--- config.mk ---
export PLATFORM = sky130hd
export DESIGN_NAME = ext_mem_pin_control
export DESIGN_NICKNAME = d
export VERILOG_FILES = /design/src/common/ext_mem_pkg.sv /design/src/rtl/ext_mem_pin_control.sv
export SDC_FILE = /design/constraint.sdc
export NUM_CORES = 1
export LEC_CHECK = 0
export BUFFER_PORTS_ARGS = -buffer_cell sky130_fd_sc_hd__buf_2
export CORE_MARGIN = 2
export CORE_UTILIZATION = 46
export DETAILED_ROUTE_END_ITERATION = 7
export PLACE_DENSITY = 0.73
export SLEW_MARGIN = 20
export SYNTH_ARGS = -nofsm -noshare
export SYNTH_HDL_FRONTEND = slang
export SYNTH_SLANG_ARGS = --single-unit
--- constraint.sdc ---
create_clock -name I_CLK -period 1.7 [get_ports I_CLK]
set_input_delay 0.085 -clock I_CLK [delete_from_list [all_inputs] [get_ports I_CLK]]
set_output_delay 0.085 -clock I_CLK [all_outputs]
set_load 0.1 [all_outputs]
--- src/common/ext_mem_pkg.sv ---
// package for the external memory pin control block: types and constants
`default_nettype none
package ext_mem_pkg;

	// clock source strap encodings
	localparam logic [1:0] CLKSEL_EXT = 2'h0;
	localparam logic [1:0] CLKSEL_CPU4 = 2'h1;
	localparam logic [1:0] CLKSEL_CPU6 = 2'h2;
	localparam logic [1:0] CLKSEL_RSVD = 2'h3;

	// divide ratios of the cpu-derived sources
	localparam int CPU4_RATIO = 4;
	localparam int CPU6_RATIO = 6;

	// divided output clock ratio codes
	localparam logic [1:0] DIV_BY1 = 2'h0;
	localparam logic [1:0] DIV_BY2 = 2'h1;
	localparam logic [1:0] DIV_BY4 = 2'h2;

	// external address layout: doubleword lines 3 to 22
	localparam int ADDR_LO = 3;
	localparam int ADDR_HI = 22;
	localparam int ADDR_W = ADDR_HI - ADDR_LO + 1;

	// space decode field of the word address
	localparam int SPACE_LO = 28;
	localparam int SPACE_HI = 31;

	// space whose dedicated fifo output enable exists
	localparam int FIFO_SPACE = 3;
	localparam int NUM_SPACES = 4;

	// strap sample field on the external address
	localparam int STRAP_LO = 19;

	// reset values
	localparam logic [1:0] CLKSEL_RESET = 2'h0;
	localparam logic SDRAM_CKE_RESET = 1'b1;

	// attached memory type of an access
	typedef enum logic [2:0]
	{
		MEM_ASYNC = 3'b001,
		MEM_SDRAM = 3'b010,
		MEM_SYNC = 3'b100
	} mem_kind_t;

	// sdram command carried on the three shared pins (active high here)
	typedef struct packed
	{
		logic row;
		logic col;
		logic wr;
	} sdram_cmd_t;

	// access request from the transfer engine
	typedef struct packed
	{
		logic [31:0] word_addr;
		mem_kind_t kind;
		logic write;
	} access_req_t;

	// shared strobe pins, active high inside the block
	typedef struct packed
	{
		logic rd_strobe;
		logic out_en;
		logic wr_strobe;
	} strobe_pins_t;

endpackage : ext_mem_pkg

`default_nettype wire

--- src/rtl/ext_mem_pin_control.sv ---
// pin-level control and clocking of the 64-bit external memory interface
//
// Behaviour
// strap selects clock: external, cpu/4, cpu/6
// external clock used when nothing strapped
// divided output clock: by one, two, four
// full-rate output clock equals selected source
// read pin: async read, sdram column, sync
// select bit: clear address strobe, set read
// oe pin: async oe, sdram row, sync oe
// we pin: async, sdram, sync write enables
// sdram clock enable, else general-purpose output
// dedicated fifo output enable for space three
// async memory ready input gates completion
// doubleword address lines three to twenty-two
// strap codes 00 ext, 01 /4, 10 /6
// one space enable from address bits 28-31
// hold strobe while ready is inactive
`timescale 1ns/100ps
`default_nettype none

module ext_mem_pin_control
#(
	parameter int ADDR_WIDTH = ext_mem_pkg::ADDR_W,
	parameter int SPACES = ext_mem_pkg::NUM_SPACES
)
(
	input wire logic I_CLK,
	input wire logic I_RESETN,
	// cpu-rate enable pulse; the cpu-derived sources divide it down
	input wire logic i_cpu_tick,
	// external input clock, sampled as a level in this domain
	input wire logic i_external_input_clock,
	// strap levels present on the address pins during reset
	input wire logic [1:0] i_strap,
	// divided output clock ratio code
	input wire logic [1:0] i_div_sel,
	// strobe function select of the space secondary control
	input wire logic [SPACES-1:0] i_strobe_function_select,
	// sdram presence and requested clock enable / gp level
	input wire logic i_sdram_present,
	input wire logic i_sdram_clk_en_req,
	input wire logic i_gp_out,
	// access request
	input wire logic i_req_valid,
	input wire ext_mem_pkg::access_req_t i_req,
	input wire ext_mem_pkg::sdram_cmd_t i_sdram_cmd,
	output logic o_req_ready,
	// asynchronous ready from the memory
	input wire logic i_async_ready_in,
	// pins
	output logic O_MEM_CLOCK_OUT_FULL,
	output logic O_MEM_CLOCK_OUT_DIV,
	output logic [1:0] O_CLK_SEL,
	output ext_mem_pkg::strobe_pins_t O_STROBES_N,
	output logic O_SDRAM_CLK_EN,
	output logic O_FIFO_SPACE_OUT_EN_N,
	output logic [SPACES-1:0] O_SPACE_SEL_N,
	output logic [ADDR_WIDTH-1:0] O_EXTERNAL_ADDR
);
	import ext_mem_pkg::*;

	// ****************************************************************
	// helper functions
	// ****************************************************************

	// one-hot space enable from the word address; only one set at a time
	function automatic logic [SPACES-1:0] space_decode(input logic [31:0] a);
		logic [SPACES-1:0] d;
		d = '0;
		if (a[SPACE_HI:SPACE_LO] < 4'(SPACES))
			d[a[SPACE_LO+1:SPACE_LO]] = 1'b1;
		return d;
	endfunction : space_decode

	// ****************************************************************
	// clock source selection
	// ****************************************************************

	logic [1:0] clk_sel_reg; // strapped source code
	logic strap_taken_reg; // strap caught once after release
	logic [2:0] cpu_cnt_reg; // cpu tick divider
	logic src_tick; // one-cycle pulse at the selected source rate
	logic ext_q_reg; // previous external clock sample
	logic ext_rise;
	logic ext_fall;
	logic half_tick; // pulse at every edge of the selected source

	// the strap is caught on the first clock after reset release,
	// so the pins have settled before the choice is frozen
	always_ff @(posedge I_CLK)
	begin
		if (!I_RESETN)
		begin
			clk_sel_reg <= CLKSEL_RESET;
			strap_taken_reg <= 1'b0;
		end
		else if (!strap_taken_reg)
		begin
			strap_taken_reg <= 1'b1;
			// reserved code falls back to the external clock
			if (i_strap == CLKSEL_RSVD)
				clk_sel_reg <= CLKSEL_EXT;
			else
				clk_sel_reg <= i_strap; // see
		end
	end

	// external clock edge detect; the sample follows the pin through reset
	// so a clock that is high at release gives no false edge
	always_ff @(posedge I_CLK)
	begin
		ext_q_reg <= i_external_input_clock;
	end
	assign ext_rise = i_external_input_clock & ~ext_q_reg;
	assign ext_fall = ~i_external_input_clock & ext_q_reg;

	// cpu divider wraps at four or six depending on the strap
	always_ff @(posedge I_CLK)
	begin
		if (!I_RESETN)
			cpu_cnt_reg <= 3'h0;
		else if (i_cpu_tick)
		begin
			if ((clk_sel_reg == CLKSEL_CPU4 && cpu_cnt_reg == 3'(CPU4_RATIO - 1)) ||
				(clk_sel_reg == CLKSEL_CPU6 && cpu_cnt_reg == 3'(CPU6_RATIO - 1)))
				cpu_cnt_reg <= 3'h0;
			else
				cpu_cnt_reg <= cpu_cnt_reg + 3'h1;
		end
	end

	// src_tick once a source period, half_tick at both source edges;
	// toggling on half ticks keeps the full output clock at the source rate
	always_comb
	begin
		unique case (clk_sel_reg)
			CLKSEL_CPU4:
			begin
				src_tick = i_cpu_tick && cpu_cnt_reg == 3'h0;
				half_tick = i_cpu_tick &&
					(cpu_cnt_reg == 3'h0 || cpu_cnt_reg == 3'(CPU4_RATIO / 2));
			end
			CLKSEL_CPU6:
			begin
				src_tick = i_cpu_tick && cpu_cnt_reg == 3'h0;
				half_tick = i_cpu_tick &&
					(cpu_cnt_reg == 3'h0 || cpu_cnt_reg == 3'(CPU6_RATIO / 2));
			end
			default:
			begin
				src_tick = ext_rise;
				half_tick = ext_rise | ext_fall;
			end
		endcase
	end

	// ****************************************************************
	// output clocks
	// ****************************************************************

	logic [1:0] div_cnt_reg; // source edge (half tick) count for the divided clock
	logic full_clk_reg;
	logic div_clk_reg;

	// full clock toggles at every source edge: same frequency as the source
	always_ff @(posedge I_CLK)
	begin
		if (!I_RESETN)
			full_clk_reg <= 1'b0;
		else if (half_tick)
			full_clk_reg <= ~full_clk_reg;
	end

	// divided clock toggles every 1, 2 or 4 source edges
	always_ff @(posedge I_CLK)
	begin
		if (!I_RESETN)
		begin
			div_cnt_reg <= 2'h0;
			div_clk_reg <= 1'b0;
		end
		else if (half_tick)
		begin
			if ((i_div_sel == DIV_BY2 && div_cnt_reg != 2'h1) ||
				(i_div_sel == DIV_BY4 && div_cnt_reg != 2'h3))
				div_cnt_reg <= div_cnt_reg + 2'h1;
			else
			begin
				div_cnt_reg <= 2'h0;
				div_clk_reg <= ~div_clk_reg;
			end
		end
	end

	assign O_MEM_CLOCK_OUT_FULL = full_clk_reg;
	assign O_MEM_CLOCK_OUT_DIV = div_clk_reg;
	assign O_CLK_SEL = clk_sel_reg;

	// ****************************************************************
	// access sequencer
	// ****************************************************************

	// idle, strobe active, wait for async ready
	typedef enum logic [2:0]
	{
		ST_IDLE = 3'b001,
		ST_STROBE = 3'b010,
		ST_WAIT = 3'b100
	} acc_state_t;

	acc_state_t state_reg;
	access_req_t req_reg; // captured access
	sdram_cmd_t cmd_reg; // captured sdram command
	strobe_pins_t strobe_reg; // active-high strobe levels
	logic [SPACES-1:0] space_reg; // active-high space enables
	logic fifo_oe_reg;
	logic [ADDR_WIDTH-1:0] addr_reg;

	// accept a request only when idle and on a source tick
	assign o_req_ready = state_reg == ST_IDLE && src_tick;

	// state moves on source ticks so strobes align with the output clock
	always_ff @(posedge I_CLK)
	begin
		if (!I_RESETN)
		begin
			state_reg <= ST_IDLE;
			req_reg <= '0;
			cmd_reg <= '0;
		end
		else if (src_tick)
		begin
			unique case (state_reg)
				ST_IDLE:
					if (i_req_valid)
					begin
						req_reg <= i_req;
						cmd_reg <= i_sdram_cmd;
						state_reg <= ST_STROBE;
					end
				ST_STROBE:
					// async accesses need ready before they can end
					if (req_reg.kind == MEM_ASYNC && !i_async_ready_in)
						state_reg <= ST_WAIT; // see
					else
						state_reg <= ST_IDLE;
				ST_WAIT:
					if (i_async_ready_in)
						state_reg <= ST_IDLE;
				default:
					state_reg <= ST_IDLE;
			endcase
		end
	end

	// pin functions per memory type; strobes stay on through the wait
	always_ff @(posedge I_CLK)
	begin
		if (!I_RESETN)
		begin
			strobe_reg <= '0;
			space_reg <= '0;
			fifo_oe_reg <= 1'b0;
			addr_reg <= '0;
		end
		else if (state_reg == ST_IDLE)
		begin
			strobe_reg <= '0;
			space_reg <= '0;
			fifo_oe_reg <= 1'b0;
		end
		else
		begin
			space_reg <= space_decode(req_reg.word_addr);
			// word address bit 0 is doubleword line 3
			addr_reg <= req_reg.word_addr[ADDR_WIDTH-1:0];
			unique case (req_reg.kind)
				MEM_SDRAM:
				begin
					strobe_reg.rd_strobe <= cmd_reg.col;
					strobe_reg.out_en <= cmd_reg.row;
					strobe_reg.wr_strobe <= cmd_reg.wr;
				end
				MEM_SYNC:
				begin
					// address strobe on every access when select is clear,
					// read enable only on reads when set
					if (i_strobe_function_select[req_reg.word_addr[SPACE_LO+1:SPACE_LO]])
						strobe_reg.rd_strobe <= !req_reg.write;
					else
						strobe_reg.rd_strobe <= 1'b1;
					strobe_reg.out_en <= !req_reg.write;
					strobe_reg.wr_strobe <= req_reg.write;
					fifo_oe_reg <= !req_reg.write &&
						space_decode(req_reg.word_addr) == SPACES'(1 << FIFO_SPACE);
				end
				default:
				begin
					strobe_reg.rd_strobe <= !req_reg.write; // see
					strobe_reg.out_en <= !req_reg.write;
					strobe_reg.wr_strobe <= req_reg.write;
				end
			endcase
		end
	end

	// ****************************************************************
	// pin drive
	// ****************************************************************

	logic sdram_cke_reg;

	// clock enable for self-refresh, or a plain output without sdram
	always_ff @(posedge I_CLK)
	begin
		if (!I_RESETN)
			sdram_cke_reg <= SDRAM_CKE_RESET;
		else if (i_sdram_present)
			sdram_cke_reg <= i_sdram_clk_en_req;
		else
			sdram_cke_reg <= i_gp_out;
	end

	assign O_SDRAM_CLK_EN = sdram_cke_reg;
	assign O_STROBES_N = ~strobe_reg;
	assign O_SPACE_SEL_N = ~space_reg;
	assign O_FIFO_SPACE_OUT_EN_N = ~fifo_oe_reg;
	assign O_EXTERNAL_ADDR = addr_reg;

endmodule : ext_mem_pin_control

`default_nettype wire

==> results of run 1 <==
[report_power, final]
part           leakage [nW]  internal (mW)  switching, mW  total [mW]
Clock                0.0948          0.661          0.627        1.29
Sequential            0.603           1.80         0.0463        1.85
Combinational          1.07          0.292          0.460       0.752
Total                  1.77           2.75           1.13        3.89
[layout make-up]
class                      count  area (µm²)
clock buffer                  13       170.2
clock inverter                 3       21.27
fill                         492        1909
inverter                      18       67.56
multi-input combinational    244        1558
sequential                    74        1491
tap                           77       96.34
timing repair buffer         136        1036
[tightest hold or removal path: stages]
cell and delay, ns:
buf_2 0.08, nor2_1 0.03, a22oi_1 0.14, nor2_1 0.05
[cell usage in the layout (no fill, tap or decap), drive strengths merged, types with 7 or more instances in the layout]
master        n
ha           10
dlygate4sd3  35
dfxtp        74
clkbuf       17
a21oi        29
nand3        38
nor3b         7
buf          97
o21ai        33
inv          17
nor2         13
nand2        81
[logic make-up (layout without fill, tap and decap cells)]
logic type	count (synthesis)	after routing	synth area share (%)
muxes	7	7	2.971
adders and majority gates	10	10	4.127
DFF	74	74	48.87
and+or+nand+nor	154	154	23.94
buffers and inverters	40	170	6.768
AOI/OAI and AO/OA	73	73	13.33
[routing by layer]
layer | track usage, % | vias to the layer above
met5 | 0 | -
met4 | 7.937 | 0
met3 | 4.864 | 13
met2 | 34.02 | 75
met1 | 24.45 | 1306
li1 | - | 1463
[worst max path at each step]
stage | slack, ns | startpoint | endpoint
final | -0.01 | O_CLK_SEL[0] | o_req_ready
after global routing | -0.08 | O_CLK_SEL[0] | o_req_ready
after CTS | -0.03 | O_CLK_SEL[0] | o_req_ready
after detailed placement | 0.03 | O_CLK_SEL[0] | req_reg[9]
after global placement | 0.06 | O_CLK_SEL[0] | req_reg[8]
after floorplan | -0.10 | O_CLK_SEL[0] | state_reg[1]
[repair_timing]
item                       CTS  global route
setup endpoints to repair    1            36
hold buffers                35             0
hold endpoints to repair    34             0
cloned                       0             4
setup buffers                3             1
resized for setup            5            26
pin swaps                    3             7
[metrics by stage]
step	instances	setup WS (ns)	utilization (%)
2_1_floorplan	358	-0.1044	-
3_3_place_gp	506	0.05790	57.60
3_5_place_dp	506	0.03367	57.60
4_1_cts	560	-0.03494	66.72
5_1_grt	565	-0.07767	69.93
6_report	565	-0.01339	69.93
==> impl_results.md, run 1 <==
- Clock tree buffer depth: 2
- Syn Area/Cell: 8.468 µm²
- # rows: 29
- Vias in the first global route: between 2000 and 3000
- Via/cell ratio: 5.057
- Final Hold Vio Count: 0
- Crit-path cells: inv_2 > ha_4 > and4bb_2 > nor2_4 > nor2_4 > buf_12
- Worst path most repeated cell: nor2_4
- Top sig layer: met4
- First-pass GRT wire length: 11.76 mm
- Fraction of registers with async set/reset: 0%
- Crit path max-delay family: simple AND/OR/NAND/NOR gates
- I/O pins: 90
- Worst path required time: 1.62 ns
- Number of H-tree levels: 3
- Worst hold stages: 4
- Port bufs: 81
- Yosys warnings: 0
- Placed wire-length estimate: 4.638 mm
- DRT Pass-1 Iters: 4
- Status: finished, violations left
- Max-Slew Margin vs Limit: around two thirds
- Number of remaining DRC errors: 0
- Initial antenna violation count: 0
- Lkg Pwr: 1.771 nW
- Post-layout min period: 1.713 ns
- Buf/Inv on CP: 2
- # diodes: 0
- Vias: 2857
- Die area: just over 7000 µm²
- Post-synth EDFFs: 0
- Worst-Skew Late Latency: 0.34 ns
- Crit Path Category: register to output pin
- R2R depth: 7
- Clock Pin Slew Worst Setup and Hold Paths: 0.07 ns
- Highest-delay cell along the critical path: dfxtp_4
- Syn Inst Count: 358
- DP Area: 3657 µm²
- Hold EP: O_CLK_SEL[1]
- Failing checks: negative setup slack
- Setup violators final: 4
- Critical path arrival: between 1.5 and 2 ns
- Layout cells sized above 1: 36.48%
- Design Area, Final: 4441 µm²
- Worst hold path type: input port to register
- Core box area: 6350 µm²
- Critical Path Stages: 6
- PwrDens: between 800 and 900 nW/µm²
- Most common cell in the netlist: nand2_1
- Clk root buf: clkbuf_8
- Least-Margin Pin Slew: 0.5201 ns
- Area Growth Syn to Fin: 46.47%
- Hold_ws: 0.09413 ns
- WL/cell: 13.10 µm
- Cell accounting for the most synthesized area: dfxtp_1
- DRT Wirelength: between 7 and 8 mm
- Die Width: 85.18 µm
- Synth top area cells: dfxtp_1 (49%), nand2_1 (9.9%), nand3_1 (6.1%)
- Metal3 WL: 375 µm
- TritonCTS Buffers: 9
- Clock Skew: 0.008939 ns
- Design Power: around 3.9 mW
- DR iter-0 viols: 107
- Hold_sp: i_strap[0]
- Worst VDD drop: 0.7272 mV
- Crit path max fanout: 4
- FF-to-FF Start: O_CLK_SEL[0]
- R2r setup slk: -0.01 ns
- Starting Density: 47.74%
- GRT overflow: 0
- Met2 WL: ~3.6 mm
- Yosys top cell area share: 48.87%
- Max-cap check violation count: 0
- Synthesized flop and latch total: 74
- Ys flop type: dfxtp_1
- Final worst slack: -0.01339 ns
- Syn Nets: 424
- Final ANT Viol Nets: 0
- Die height: roughly 85 µm
- Max reg flops: 28
- Slowest cell delay on critical path: 0.35 ns
- Slew Viols, Final: 0
- Metal-1 WL: 3.282 mm
- Routability cong.: 0.7408
- Crit end category: output pin
- Total GRT Usage: roughly a fifth
- RSZ-0062 raised after global routing: yes
- Achievable Freq: between 0.5 and 0.6 GHz
- Sinks on Clock Net: 74
- Largest net degree at the start of global routing: 31
- Nets: 549
- Synthesized area: 3032 µm²
- Synth cell types: 42
- Crit share post-route: 100.8%
- R2R Path End: req_reg[14]
- Synth top cells by count: nand2_1 (80), dfxtp_1 (74), nand3_1 (37)
- Setup TNS: -0.02561 ns
- Post-synthesis sequential area ratio: 48.87%
- CTS tree: done
- Startpoint Class: register
(Power assumes the default switching activity.)
==> run 2, diff against run 1 <==
Settings changed: CELL_PAD_IN_SITES_DETAIL_PLACEMENT set to 0, CELL_PAD_IN_SITES_GLOBAL_PLACEMENT set to 1, CORE_UTILIZATION 46 to 33, PLACE_DENSITY 0.73 to 0.72, RECOVER_POWER set to 100.
==> impl_results.md, run 2 (synthesis gave the netlist of run 1 again) <==
- Placed wire-length estimate: 4.798 mm (+3.5%)
- Crit Path Category: register to output pin
- Design Power: 3.990 mW (+2.7%)
- Setup violators final: 1 (-3)
- Crit end category: output pin
- Via/cell ratio: 4.758 (-5.9%)
- CTS tree: done
- Post-layout min period: 1.720 ns (+0.006505 ns)
- PwrDens: 916.1 nW/µm² (+4.7%)
- I/O pins: 90 (unchanged)
- Worst path required time: 1.62 ns (about the same)
- Area Growth Syn to Fin: 43.66%
- Design Area, Final: 4355 µm² (-1.9%)
- Die height: 99.85 µm (+17%)
- Fin util: 49.46% (-20 points)
- Slew Viols, Final: 0 (unchanged)
- Die area: 9970 µm² (+37%)
- Nets: 547 (-0.36%)
- # diodes: 0 (unchanged)
- Sinks on Clock Net: 74 (unchanged)
- Highest-delay cell along the critical path: dfxtp_4
- Number of H-tree levels: 3 (unchanged)
- Worst-Skew Late Latency: 0.35 ns (about the same)
- # rows: 34 (+17%)
- Max-Slew Margin vs Limit: 62.81% (-2.3 points)
- Layout cells sized above 1: 32.51% (-4.0 points)
- Vias in the first global route: 2756 (+3.8%)
- Routability cong.: 0.7436 (+0.38%)
- Clk root buf: clkbuf_8
- Most common cell after layout, fill and taps aside: nand2_1
- Starting Density: 34.43% (-13 points)
- Worst hold path type: input port to register
- Final ANT Viol Nets: 0 (unchanged)
- Achievable Freq: 0.5814 GHz (-0.38%)
- Hold_ws: 0.09279 ns (-0.001341 ns)
- Startpoint Class: register
- GRT overflow: 0 (unchanged)
- RSZ-0062 raised after global routing: yes
- Met2 WL: 3.678 mm (+1.7%)
- DRT Pass-1 Iters: 4 (unchanged)
- Leading cell types in the layout, fill and taps excluded: nand2_1 (81), dfxtp_1 (67), buf_2 (45)
- Clock Pin Slew Worst Setup and Hold Paths: 0.08 ns (about the same)
- TritonCTS Buffers: 9 (unchanged)
- Worst VDD drop: 0.4353 mV (-40%)
- Final Hold Vio Count: 0 (unchanged)
- Vias: 2826 (-1.1%)
- Status: finished, violations left
- Metal3 WL: 415 µm (+11%)
- Clock tree buffer depth: 2 (unchanged)
- Top sig layer: met4
- Max reg flops: 28 (unchanged)
- Metal-1 WL: 3.463 mm (+5.5%)
- Port bufs: 81 (unchanged)
- Lkg Pwr: 1.715 nW (-3.2%)
- Total GRT Usage: 15.25% (-4.8 points)
- Initial antenna violation count: 0 (unchanged)
- Crit share post-route: 101.2% (+0.38 points)
- First-pass GRT wire length: 12.20 mm (+3.8%)
- Number of remaining DRC errors: 0 (unchanged)
- Clock Skew: 0.01081 ns (+0.001868 ns)
- Crit path max fanout: 4 (unchanged)
- Die Width: 99.85 µm (+17%)
- Setup TNS: -0.01989 ns (+0.005721 ns)
- Failing checks: negative setup slack
- Largest net degree at the start of global routing: 35 (+13%)
- DP Area: 3682 µm² (+0.68%)
- FILL cells: 870 (+77%)
- DR iter-0 viols: 68 (-36%)
- Least-Margin Pin Slew: 0.5602 ns (+0.04002 ns)
- Crit-path cells: ha_4 > and4bb_2 > nor2_4 > nor2_4 > buf_12
- Core box area: 8806 µm² (+39%)
- DRT Wirelength: 7.662 mm (+3.5%)
- Slowest cell delay on critical path: 0.36 ns (about the same)
- WL/cell: 12.90 µm (-1.5%)
- Final worst slack: -0.01989 ns (-0.006505 ns)
- Critical path arrival: 1.63 ns (about the same)
- Max-cap check violation count: 0 (unchanged)
- Worst path most repeated cell: nor2_4
## run 2: final cells by class
type	instances	area, µm²	area share (%)
Clock buffer	11	141.4	3.246
Clock inverter	5	62.56	1.436
Timing Repair Buffer	134	965.9	22.18
Sequential cell	74	1495	34.33
Inverter	18	67.56	1.551
Tap cell	108	135.1	3.103
Multi-Input combinational cell	244	1488	34.16
## run 2: through the flow
stage,worst slack (ns),instances
2_1_floorplan,-0.1044,358
3_3_place_gp,0.07266,536
3_5_place_dp,0.01488,536
4_1_cts,-0.03725,591
5_1_grt,-0.06925,594
6_report,-0.01989,594
## run 2: layer usage
| layer | GRT usage, % | vias up |
|---|---|---|
| li1 | - | 1452 |
| met1 | 18.07 | 1296 |
| met2 | 25.83 | 68 |
| met3 | 4.178 | 10 |
| met4 | 6.849 | 0 |
| met5 | 0 | - |
## run 2: final timing paths
check                             startpoint      endpoint  slack [ns]  cells after the start
worst max-delay path            O_CLK_SEL[1]   o_req_ready       -0.02                      5
worst min-delay path              i_strap[0]  O_CLK_SEL[1]        0.09                      4
worst max register to register  O_CLK_SEL[1]    req_reg[5]           0                      6
worst min register to register   req_reg[21]   req_reg[21]        0.45                      2
## run 2: power by group
part | switching (mW) | internal (mW) | total [mW]
logic | 0.450 | 0.269 | 0.719
registers | 0.0462 | 1.80 | 1.85
clock network | 0.699 | 0.727 | 1.43
total | 1.19 | 2.80 | 3.99
## run 2: critical path, delay by kind of cell, from the launching register on
family / cells / cell delay [ns]
fa+ha+maj: 1 / 0.25
buf+inv: 1 / 0.18
flops: 1 / 0.36
simple gates: 3 / 0.51
## run 2: what timing repair did
action | 4_1_cts | 5_1_grt
endpoints found under the setup margin | 2 | 30
hold buffers | 36 | 0
gates cloned | 0 | 2
setup buffers | 3 | 1
endpoints found under the hold margin | 35 | 0
pin swaps | 3 | 1
resized for setup | 4 | 10
